==> src/include/sac_regs.vh <==
`ifndef SAC_REGS_VH
`define SAC_REGS_VH
// Register byte addresses
`define SAC_ADDR_MUX 4'h0
`define SAC_ADDR_CSR 4'h4
`define SAC_ADDR_RLO 4'h8
`define SAC_ADDR_RHI 4'hC
// Channel and reference select fields
`define SAC_REF_HI 7
`define SAC_REF_LO 6
`define SAC_LADJ 5
`define SAC_CH_HI 3
`define SAC_CH_LO 0
// Control and status fields
`define SAC_ON 7
`define SAC_GO 6
`define SAC_FREE 5
`define SAC_DONE 4
`define SAC_IE 3
`define SAC_PS_HI 2
`define SAC_PS_LO 0
// Reset values and timing
`define SAC_RST_BYTE 8'h00
`define SAC_RST_CODE 10'h000
`define SAC_FIRST_CYC 5'd25
`define SAC_NORM_CYC 5'd13
`define SAC_ONE_CYC 5'd1
`define SAC_UNLOCK_CYC 5'd2
// Prescaler terminal counts, one less than the division factor
`define SAC_LIM_2 7'h01
`define SAC_LIM_4 7'h03
`define SAC_LIM_8 7'h07
`define SAC_LIM_16 7'h0F
`define SAC_LIM_32 7'h1F
`define SAC_LIM_64 7'h3F
`define SAC_LIM_128 7'h7F
// Core model levels in supply scale; bandgap and internal ref are arbitrary
`define SAC_CH_BANDGAP 4'hE
`define SAC_CH_GROUND 4'hF
`define SAC_BANDGAP_CODE 10'h1F7
`define SAC_INTREF_CODE 10'h20C
`define SAC_FULL_CODE 10'h3FF
`define SAC_RESP_OKAY 2'b00
`define SAC_RESP_SLVERR 2'b10
`endif

==> src/rtl/sac_adc_ctrl.v <==
`timescale 1ns/1ps
`include "sac_regs.vh"
module sac_adc_ctrl
(
    input wire aclk,
    input wire aresetn,
    input wire [3:0] s_axi_awaddr,
    input wire s_axi_awvalid,
    output reg s_axi_awready,
    input wire [31:0] s_axi_wdata,
    input wire [3:0] s_axi_wstrb,
    input wire s_axi_wvalid,
    output reg s_axi_wready,
    output reg [1:0] s_axi_bresp,
    output reg s_axi_bvalid,
    input wire s_axi_bready,
    input wire [3:0] s_axi_araddr,
    input wire s_axi_arvalid,
    output reg s_axi_arready,
    output reg [31:0] s_axi_rdata,
    output reg [1:0] s_axi_rresp,
    output reg s_axi_rvalid,
    input wire s_axi_rready,
    input wire [79:0] ain_code,
    input wire [9:0] ref_ext_code,
    input wire global_irq_enable,
    input wire irq_vector_ack,
    output reg conversion_done_irq,
    output reg internal_ref_on,
    output reg [3:0] mux_chan_out,
    output reg [1:0] mux_ref_out
);
    //--------------------------------------------------------------
    // Registers
    //--------------------------------------------------------------
    reg [1:0] reference_select_q;
    reg left_justify_q;
    reg [3:0] channel_select_q;
    reg converter_on_q;
    reg convert_go_q;
    reg free_run_select_q;
    reg conversion_done_flag_q;
    reg conversion_done_irq_enable_q;
    reg [2:0] prescale_select_q;
    reg [9:0] result_q;
    reg pend_valid_q;
    reg lock_q;
    reg first_q;
    reg busy_q;
    reg [4:0] cnt_q;
    reg [3:0] aw_addr_q;
    reg aw_have_q;
    reg [31:0] w_data_q;
    reg [3:0] w_strb_q;
    reg w_have_q;
    wire tick;
    wire [9:0] core_code;
    reg core_sample_q;
    //--------------------------------------------------------------
    // Helpers
    //--------------------------------------------------------------
    function [7:0] read_reg;
        input [3:0] addr;
        begin
            read_reg = `SAC_RST_BYTE;
            if (addr == `SAC_ADDR_MUX)
                read_reg = {reference_select_q, left_justify_q, 1'b0,
                    channel_select_q};
            else if (addr == `SAC_ADDR_CSR)
                read_reg = {converter_on_q, convert_go_q, free_run_select_q,
                    conversion_done_flag_q, conversion_done_irq_enable_q,
                    prescale_select_q};
            else if (addr == `SAC_ADDR_RLO)
                read_reg = left_justify_q ? {result_q[1:0], 6'h00}
                    : result_q[7:0];
            else if (addr == `SAC_ADDR_RHI)
                read_reg = left_justify_q ? result_q[9:2]
                    : {6'h00, result_q[9:8]};
        end
    endfunction
    function mapped;
        input [3:0] addr;
        begin
            mapped = (addr == `SAC_ADDR_MUX) || (addr == `SAC_ADDR_CSR) ||
                (addr == `SAC_ADDR_RLO) || (addr == `SAC_ADDR_RHI);
        end
    endfunction
    //--------------------------------------------------------------
    // Leaf instances
    //--------------------------------------------------------------
    sac_prescaler u_pre
    (
        .aclk(aclk),
        .aresetn(aresetn),
        .run(converter_on_q),
        .sel(prescale_select_q),
        .tick(tick)
    );
    sac_core_model u_core
    (
        .aclk(aclk),
        .aresetn(aresetn),
        .sample(core_sample_q),
        .chan(mux_chan_out),
        .refsel(mux_ref_out),
        .ain_code(ain_code),
        .ref_ext_code(ref_ext_code),
        .code(core_code)
    );
    //--------------------------------------------------------------
    // Bus write path
    //--------------------------------------------------------------
    wire do_write = aw_have_q && w_have_q && !s_axi_bvalid;
    wire wr_csr = do_write && (aw_addr_q == `SAC_ADDR_CSR) && w_strb_q[0];
    wire wr_mux = do_write && (aw_addr_q == `SAC_ADDR_MUX) && w_strb_q[0];
    wire rd_lo = s_axi_arvalid && s_axi_arready &&
        (s_axi_araddr == `SAC_ADDR_RLO);
    wire rd_hi = s_axi_arvalid && s_axi_arready &&
        (s_axi_araddr == `SAC_ADDR_RHI);
    wire go_wr = wr_csr && w_data_q[`SAC_GO];
    wire on_wr = wr_csr ? w_data_q[`SAC_ON] : converter_on_q;
    wire finish = busy_q && tick && (cnt_q == `SAC_ONE_CYC);
    wire restart = finish && free_run_select_q && on_wr;
    always @(posedge aclk)
    begin
        if (!aresetn)
        begin
            s_axi_awready <= 1'b0;
            s_axi_wready <= 1'b0;
            s_axi_bvalid <= 1'b0;
            s_axi_bresp <= `SAC_RESP_OKAY;
            aw_have_q <= 1'b0;
            w_have_q <= 1'b0;
            aw_addr_q <= 4'h0;
            w_data_q <= 32'h0000_0000;
            w_strb_q <= 4'h0;
        end
        else
        begin
            s_axi_awready <= !aw_have_q && !s_axi_awready && s_axi_awvalid;
            s_axi_wready <= !w_have_q && !s_axi_wready && s_axi_wvalid;
            if (s_axi_awvalid && s_axi_awready)
            begin
                aw_have_q <= 1'b1;
                aw_addr_q <= s_axi_awaddr;
            end
            if (s_axi_wvalid && s_axi_wready)
            begin
                w_have_q <= 1'b1;
                w_data_q <= s_axi_wdata;
                w_strb_q <= s_axi_wstrb;
            end
            if (do_write)
            begin
                aw_have_q <= 1'b0;
                w_have_q <= 1'b0;
                s_axi_bvalid <= 1'b1;
                s_axi_bresp <= mapped(aw_addr_q) ? `SAC_RESP_OKAY
                    : `SAC_RESP_SLVERR;
            end
            else if (s_axi_bvalid && s_axi_bready)
                s_axi_bvalid <= 1'b0;
        end
    end
    //--------------------------------------------------------------
    // Bus read path
    //--------------------------------------------------------------
    always @(posedge aclk)
    begin
        if (!aresetn)
        begin
            s_axi_arready <= 1'b0;
            s_axi_rvalid <= 1'b0;
            s_axi_rdata <= 32'h0000_0000;
            s_axi_rresp <= `SAC_RESP_OKAY;
        end
        else
        begin
            s_axi_arready <= !s_axi_rvalid && !s_axi_arready && s_axi_arvalid;
            if (s_axi_arvalid && s_axi_arready)
            begin
                s_axi_rvalid <= 1'b1;
                s_axi_rdata <= {24'h00_0000, read_reg(s_axi_araddr)};
                s_axi_rresp <= mapped(s_axi_araddr) ? `SAC_RESP_OKAY
                    : `SAC_RESP_SLVERR;
            end
            else if (s_axi_rvalid && s_axi_rready)
                s_axi_rvalid <= 1'b0;
        end
    end
    //--------------------------------------------------------------
    // Configuration and conversion sequencing
    //--------------------------------------------------------------
    always @(posedge aclk)
    begin
        if (!aresetn)
        begin
            reference_select_q <= 2'b00;
            left_justify_q <= 1'b0;
            channel_select_q <= 4'h0;
            converter_on_q <= 1'b0;
            convert_go_q <= 1'b0;
            free_run_select_q <= 1'b0;
            conversion_done_flag_q <= 1'b0;
            conversion_done_irq_enable_q <= 1'b0;
            prescale_select_q <= 3'b000;
            result_q <= `SAC_RST_CODE;
            pend_valid_q <= 1'b0;
            lock_q <= 1'b0;
            first_q <= 1'b0;
            busy_q <= 1'b0;
            cnt_q <= 5'd0;
            core_sample_q <= 1'b0;
            mux_chan_out <= 4'h0;
            mux_ref_out <= 2'b00;
            internal_ref_on <= 1'b0;
            conversion_done_irq <= 1'b0;
        end
        else
        begin
            core_sample_q <= 1'b0;
            if (wr_mux)
            begin
                reference_select_q <= w_data_q[`SAC_REF_HI:`SAC_REF_LO];
                left_justify_q <= w_data_q[`SAC_LADJ];
                channel_select_q <= w_data_q[`SAC_CH_HI:`SAC_CH_LO];
            end
            if (wr_csr)
            begin
                converter_on_q <= w_data_q[`SAC_ON];
                free_run_select_q <= w_data_q[`SAC_FREE];
                conversion_done_irq_enable_q <= w_data_q[`SAC_IE];
                prescale_select_q <= w_data_q[`SAC_PS_HI:`SAC_PS_LO];
                if (w_data_q[`SAC_ON] && !converter_on_q)
                    first_q <= 1'b1;
            end
            // Selection tracks the register until locked by a conversion
            if (!busy_q || !lock_q)
            begin
                mux_chan_out <= channel_select_q;
                mux_ref_out <= reference_select_q;
            end
            internal_ref_on <= (mux_ref_out == 2'b11);
            if (!on_wr)
            begin
                busy_q <= 1'b0;
                convert_go_q <= 1'b0;
                lock_q <= 1'b0;
            end
            else if (go_wr && !busy_q)
            begin
                convert_go_q <= 1'b1;
            end
            else if (convert_go_q && !busy_q && tick)
            begin
                busy_q <= 1'b1;
                lock_q <= 1'b1;
                cnt_q <= first_q ? `SAC_FIRST_CYC : `SAC_NORM_CYC;
                first_q <= 1'b0;
            end
            else if (busy_q && tick)
            begin
                cnt_q <= cnt_q - `SAC_ONE_CYC;
                if (cnt_q == `SAC_UNLOCK_CYC)
                begin
                    lock_q <= 1'b0;
                    core_sample_q <= 1'b1;
                end
                if (finish)
                begin
                    busy_q <= restart;
                    lock_q <= restart;
                    cnt_q <= `SAC_NORM_CYC;
                    convert_go_q <= restart;
                end
            end
            // Result update, frozen between low and high byte reads
            if (rd_lo)
                pend_valid_q <= 1'b1;
            else if (rd_hi)
                pend_valid_q <= 1'b0;
            if (finish && !(pend_valid_q && !rd_hi))
                result_q <= core_code;
            // Done flag: set wins over clear
            if (finish)
                conversion_done_flag_q <= 1'b1;
            else if (irq_vector_ack ||
                (wr_csr && w_data_q[`SAC_DONE]))
                conversion_done_flag_q <= 1'b0;
            conversion_done_irq <= conversion_done_flag_q &&
                conversion_done_irq_enable_q && global_irq_enable;
        end
    end
endmodule

==> src/rtl/sac_prescaler.v <==
`timescale 1ns/1ps
`include "sac_regs.vh"
module sac_prescaler
(
    input wire aclk,
    input wire aresetn,
    input wire run,
    input wire [2:0] sel,
    output reg tick
);
    reg [6:0] cnt_q;
    reg [6:0] lim;
    always @*
    begin
        case (sel)
            3'd0: lim = `SAC_LIM_2;
            3'd1: lim = `SAC_LIM_2;
            3'd2: lim = `SAC_LIM_4;
            3'd3: lim = `SAC_LIM_8;
            3'd4: lim = `SAC_LIM_16;
            3'd5: lim = `SAC_LIM_32;
            3'd6: lim = `SAC_LIM_64;
            default: lim = `SAC_LIM_128;
        endcase
    end
    always @(posedge aclk)
    begin
        if (!aresetn || !run)
        begin
            cnt_q <= 7'h00;
            tick <= 1'b0;
        end
        else if (cnt_q >= lim)
        begin
            cnt_q <= 7'h00;
            tick <= 1'b1;
        end
        else
        begin
            cnt_q <= cnt_q + 7'h01;
            tick <= 1'b0;
        end
    end
endmodule

==> src/rtl/sac_core_model.v <==
`timescale 1ns/1ps
`include "sac_regs.vh"
module sac_core_model
(
    input wire aclk,
    input wire aresetn,
    input wire sample,
    input wire [3:0] chan,
    input wire [1:0] refsel,
    input wire [79:0] ain_code,
    input wire [9:0] ref_ext_code,
    output reg [9:0] code
);
    // Inputs as fraction of 1024 of the analog supply; scale to reference
    reg [9:0] vin;
    reg [9:0] vref;
    reg [19:0] prod;
    reg [19:0] quo;
    always @*
    begin
        case (chan)
            `SAC_CH_BANDGAP: vin = `SAC_BANDGAP_CODE;
            `SAC_CH_GROUND: vin = `SAC_RST_CODE;
            default: vin = (chan[3]) ? `SAC_RST_CODE : ain_code[chan*10 +: 10];
        endcase
        case (refsel)
            2'b00: vref = ref_ext_code;
            2'b01: vref = `SAC_FULL_CODE;
            2'b11: vref = `SAC_INTREF_CODE;
            default: vref = ref_ext_code;
        endcase
        prod = {vin, 10'h000};
        quo = prod / {10'h000, vref};
    end
    always @(posedge aclk)
    begin
        if (!aresetn)
            code <= `SAC_RST_CODE;
        else if (sample)
        begin
            if (vref == 10'h000 || vin >= vref)
                code <= `SAC_FULL_CODE;
            else
                code <= quo[9:0];
        end
    end
endmodule

==> config.mk <==
export PLATFORM = sky130hd
export DESIGN_NAME = sac_adc_ctrl
export DESIGN_NICKNAME = d
export VERILOG_FILES = /design/src/rtl/sac_adc_ctrl.v /design/src/rtl/sac_prescaler.v /design/src/rtl/sac_core_model.v
export VERILOG_INCLUDE_DIRS = /design/src /design/src/include
export SDC_FILE = /design/constraint.sdc
export NUM_CORES = 1
export LEC_CHECK = 0
export ABC_CLOCK_PERIOD_IN_PS = 45500
export CORE_MARGIN = 2
export CORE_UTILIZATION = 67
export DETAILED_ROUTE_END_ITERATION = 12
export DONT_BUFFER_PORTS = 1
export PLACE_DENSITY_LB_ADDON = 0.12
export SLEW_MARGIN = 10
export SYNTH_ARGS = -nofsm -noshare
export SYNTH_HDL_FRONTEND = slang
export SYNTH_HIERARCHICAL = 1
export SYNTH_SLANG_ARGS = --single-unit
==> constraint.sdc <==
create_clock -name aclk -period 45.5 [get_ports aclk]
set_input_delay 0 -clock aclk [delete_from_list [all_inputs] [get_ports aclk]]
set_output_delay 0 -clock aclk [all_outputs]
set_load 0.02 [all_outputs]
---- Yosys cells after proc, flatten, opt, wreduce, memory -nomap -nowiden ----
Index checks and enable logic that the tools add are counted.
storage, ports and cells
  bits of input ports ..................... 143
  word-level logic and storage cells ...... 186
  flip-flop bits (word level) ............. 93
  output and inout bits ................... 49
cells by class
  $lt $le $gt $ge ......................... 2
  muxes and demuxes ....................... 42
  div/mod/pow operators ................... 1
  reductions and logical operators ........ 78
  eq/ne operators ......................... 19
  shift operators ......................... 1
  add/sub/neg operators ................... 2
  bitwise operators ....................... 4
  $mul .................................... 1
operators by type and width
  operator             count
  $shiftx 80x9->10     1
  $mux 8               6
  $pmux 7 s6           1
  $pmux 10 s2          2
  $logic_and 1x1->1    33
  $mux 1               25
  $eq 4x4->1 const B   6
  $div 20x10->20       1
  $mux 10              2
  $mux 5               4
  $reduce_bool 2->1    8
  $logic_not 1->1      13
  $reduce_and 3->1     4
  $ge 10x10->1         1
  $logic_not 10->1     1
  $logic_or 1x1->1     10
  $eq 3x3->1 const B   3
  $eq 4x3->1 const B   2
  $logic_not 4->1      2
  $add 7x1->7 const B  1
  $ge 7x7->1           1
  $mul 4x3->7 const B  1
  $eq 3x2->1 const B   2
  $reduce_or 2->1      3
  other kinds (13)     17

---- Depth between registers and ports, before layout ----
  word-level depth ........................ 10
  depth in mapped cells ................... 208
  mapped depth without buffers ............ 191

---- Cells and area by module ----
Netlist, hierarchy kept.
by module, submodules not included
  module          times used  area each (um^2)  cells each
  sac_core_model  1           10812.9           1511
  sac_adc_ctrl    1           3310.7            400
  sac_prescaler   1           461.7             50

---- Least setup slack after synthesis ----
OpenSTA, ideal clock, no wires.
  path kind ............................... register to register
  start point ............................. register mux_ref_out[1]
  end point ............................... register u_core.code[0]
  setup slack ............................. 6.040 ns
  cell stages (with the launch flop) ...... 199
  path buffers ............................ 20
  required time ........................... 45.375 ns
  clock period less this slack ............ 39.460 ns
  data arrival time ....................... 39.335 ns
  path through ............................ dfxtp_1 nand2b_1 clkbuf_1 nand2_1 inv_2 clkbuf_1 clkbuf_1 ha_1 a21oi_1 ha_1 o21a_1 or3b_2 a21oi_1 o21a_1 ha_1 a21oi_1 nand2_1 and3_1 [... 163 more ...] a21o_1 a21o_1 a21oi_1 o21ai_0 a21o_1 a21o_1 nor4_2 nand3_4 buf_6 nor2_1 a21oi_1 ha_1 a21o_1 a21o_1 a21oi_1 nand4b_1 a41oi_1 a31oi_1
between the ends
  cells in the longest elaborated chain, start to end .. 5
  elaborated cells between the ends (all ways) .. 8
  classes of those cells .................. div (1); order compare (1); eq/ne (2); mux (2); reduce/logical (2)
RTL lines
  element                                                 line                 source
  start: declaration                                      sac_adc_ctrl.v:31    output reg [1:0] mux_ref_out
  start signal: assignment                                sac_adc_ctrl.v:241   mux_ref_out <= reference_select_q;
  $eq 2x2->1 / $eq 2x1->1 (equally long branches)         sac_core_model.v:26  case (refsel)
  $pmux 10 s2 *                                           sac_core_model.v:26
  branches (longest 2 deep; another with $div 20x10->20)  n/a
  $mux 10 *                                               sac_core_model.v:41  if (vref == 10'h000 || vin >= vref)
  end signal: assignment                                  sac_core_model.v:38  code <= `SAC_RST_CODE;
  end signal: assignment                                  sac_core_model.v:42  code <= `SAC_FULL_CODE;
  end signal: assignment                                  sac_core_model.v:44  code <= quo[9:0];
  end: declaration                                        sac_core_model.v:12  output reg [9:0] code
Mark *: on every way between the ends.
A chain may end at the register's enable or synchronous reset.

---- Worst setup path in the final report ----
Same ends and word-level chain as after synthesis.

==> results.md <==
* Outcome: finished, final reports clean
* Die area at 0.02297 sq mm
* Max Fclk at 23.40 MHz
* Htree depth at 3
* Buf+Inv Stages, Crit Path at 6
* Final global-route overflow total at 0
* Cell family with most CP delay: compound AO/OA/AOI/OAI gates
* Synth warn at 6
* Hold Fails Final Rpt at 0
* Worst Hold Class: in -> reg
* TNS Setup at 0 ns
* Drt total wl at 40.76 mm
* Worst setup EP type: register
* Share of cells above drive strength 1 at 8.096%
* Final Skew at a little over 0.006 ns
* Met1 Track Usage GR at 44.78%
* Post-synthesis cell type count at 112
* Multi-input logic area at 0.01226 sq mm
* Most common cell in the synthesized netlist: nor2_1
* Finished Cell Area at 0.01535 sq mm
* Clock Tree Root: clkbuf_16
* RSZ-0062 raised after global routing: false
* CTS max path bufs at 2
* Post-DP HPWL at between 30 and 40 mm
* R2R depth at 183
* Slew HR at 38.13%
* Via count at 14,970
* Worst-path fanout max at 35
* Post-synth EDFFs at 0
* Crit. path cell count at 183
* Largest net degree at the start of global routing at 36
* Startpoint class of the critical path: register
* CTS tree: built
* Initial DRC Count at 1,061
* Via density at 6.687
* Number of I/O pins at 192
* Final setup viols at 0
* GPL Wtd Cong at 0.9389
* Register area share after synthesis at 12.49%
* Area of the core at between 0.02 and 0.025 sq mm
* Count of filler cells inserted in the layout at 1,754
* GRT Overall Usage at 34.38%
* Row count at 53
* Die X at around 150 um
* Ranking of synthesized cells by area: ha_1, dfxtp_1, a21oi_1, nor2_1, nand2_1
* Drt pass-1 iters at 7
* CP max-delay cell: or4b_4
* Critical path's most frequent cell: a21o_1
* Gate Count Post-Synth at 1,961
* GR peak layer: met2
* Die Y at roughly 150 um
* Hold depth at 4
* Final period util at 93.93%
* Netlist Area Pre-Place at roughly 0.015 sq mm
* Critical path class: reg -> reg
* Port-buffer cells at 0
* Met2 usage at 59.03%
* Synthesized flop and latch total at 91
* Seq. cell area at around 0.0018 sq mm
* Met3 Use GR at under 10%
* Vias in the first global route at 13,830
* Drt drc at 0
* Clk_lat worst skew at 0.34 ns
* Placement Cell Area at about 0.015 sq mm
* Worst Tran Pin Value at 0.9210 ns
* Clk sinks at 91
* Syn_area_per_cell at between 7 and 8 sq um
* Arrival @ worst endpoint at about 43 ns
* Post-synth top area share at 14.07%
* Initial antenna violation count at 0
* WP data required at 45.71 ns
* Cell taking the most area after synthesis: ha_1
* Min Tclk post-route at 42.74 ns
* First-pass GRT wire length at 65.29 mm
* Post-route ant nets at 0
* Initial Util at 68.73%
* Crit path largest cell delay at 0.68 ns
* Synth cell count leaders: nor2_1, a21oi_1, nand2_1, ha_1, o21ai_0
* Final Max Slew Viols at 0
* Max Cap Viol at 0
* Antenna diodes at 0
* CTS Buf Count at 9
* Post-synth ARST share at 0%
* Primary FF master, synth: dfxtp_1
* CTS clk-pin slew, worst paths at 0.06 ns
* WL/cell at 18.20 um
* # nets final at 2,267
* Syn-to-layout area delta at 5.276%
worst reg2reg max path, delay by kind of cell (launching register included):
family | cells | cell delay [ns]
muxes | 5 | 1.43
DFF | 1 | 0.60
and+or+nand+nor | 53 | 10.82
buffers and inverters | 6 | 1.24
adders and majority gates | 19 | 5.83
AOI/OAI and AO/OA | 100 | 22.80
kinds of logic after synthesis:
logic type	Yosys count	synth area share [%]
muxes	109	8.999
DFF	91	12.49
buffers and inverters	141	4.529
and+or+nand+nor	719	24.57
xor gates and xnor gates	94	5.645
AOI/OAI and AO/OA	641	29.54
other	1	0.02571
adders and majority gates	165	14.21
path summary, 6_finish.rpt:
check	start	end	slack, ns
setup / recovery	mux_ref_out[1]	u_core/code[0]	2.76
setup reg to reg	mux_ref_out[1]	u_core/code[0]	2.76
hold reg to reg	w_data_q[4]	w_data_q[4]	0.46
hold / removal	s_axi_araddr[2]	s_axi_rdata[0]	0.01
area by class of cell:
type / instances / share of cell area (%)
clock buffer: 11 / 1.581
clock inverter: 5 / 0.3422
inverter: 55 / 1.345
multi-input combinational: 1754 / 79.84
sequential: 91 / 11.88
tap: 275 / 2.241
timing repair buffer: 48 / 2.771
timing repair:
item / CTS / global route
resized for setup: 0 / 12
buffers inserted: 0 / 0
hold buffers: 26 / 0
endpoints found under the setup margin: 0 / 2
endpoints found under the hold margin: 46 / 0
cells in the final DEF (no fill, tap or decap), types with 34 or more instances in the layout:
master | Yosys | final
a21o_1 | 60 | 60
a21oi_1 | 184 | 179
dfxtp_1 | 91 | 89
ha_1 | 164 | 164
inv_1 | 54 | 54
mux2i_1 | 61 | 61
nand2_1 | 181 | 181
nand2b_1 | 34 | 34
nand3_1 | 53 | 53
nor2_1 | 201 | 199
nor3_1 | 66 | 66
o21a_1 | 44 | 43
o21ai_0 | 117 | 117
xnor2_1 | 62 | 62
sequential cells by signal, indices dropped and copies added (netlist names), 2 cells and up:
signal              count
channel_select_q        4
u_pre/cnt_q             7
aw_addr_q               4
s_axi_rdata             8
result_q               10
w_data_q                8
reference_select_q      2
mux_chan_out            4
mux_ref_out             2
cnt_q                   5
u_core/code            10
prescale_select_q       3
metrics by stage:
step                      setup WS, ns  hold slack [ns]  util (%)  std cells
after floorplan                  6.040           0.1183         -       1986
after global placement           2.494           0.1228     69.50       2197
after detailed placement         1.948           0.1244     69.50       2197
after CTS                        1.801         0.001917     72.12       2239
after global routing           0.01414          0.04706     72.36       2239
final                            2.764          0.01198     72.36       2239
layer usage:
layer,vias to the layer above,routed length [um]
met5,-,0
met4,0,1100
met3,94,2748
met2,543,19050
met1,7008,17850
li1,7327,-
Power is left out: the tool's default activity adds up to more than one toggle a clock period on the data nets, which glitch-free logic cannot reach.
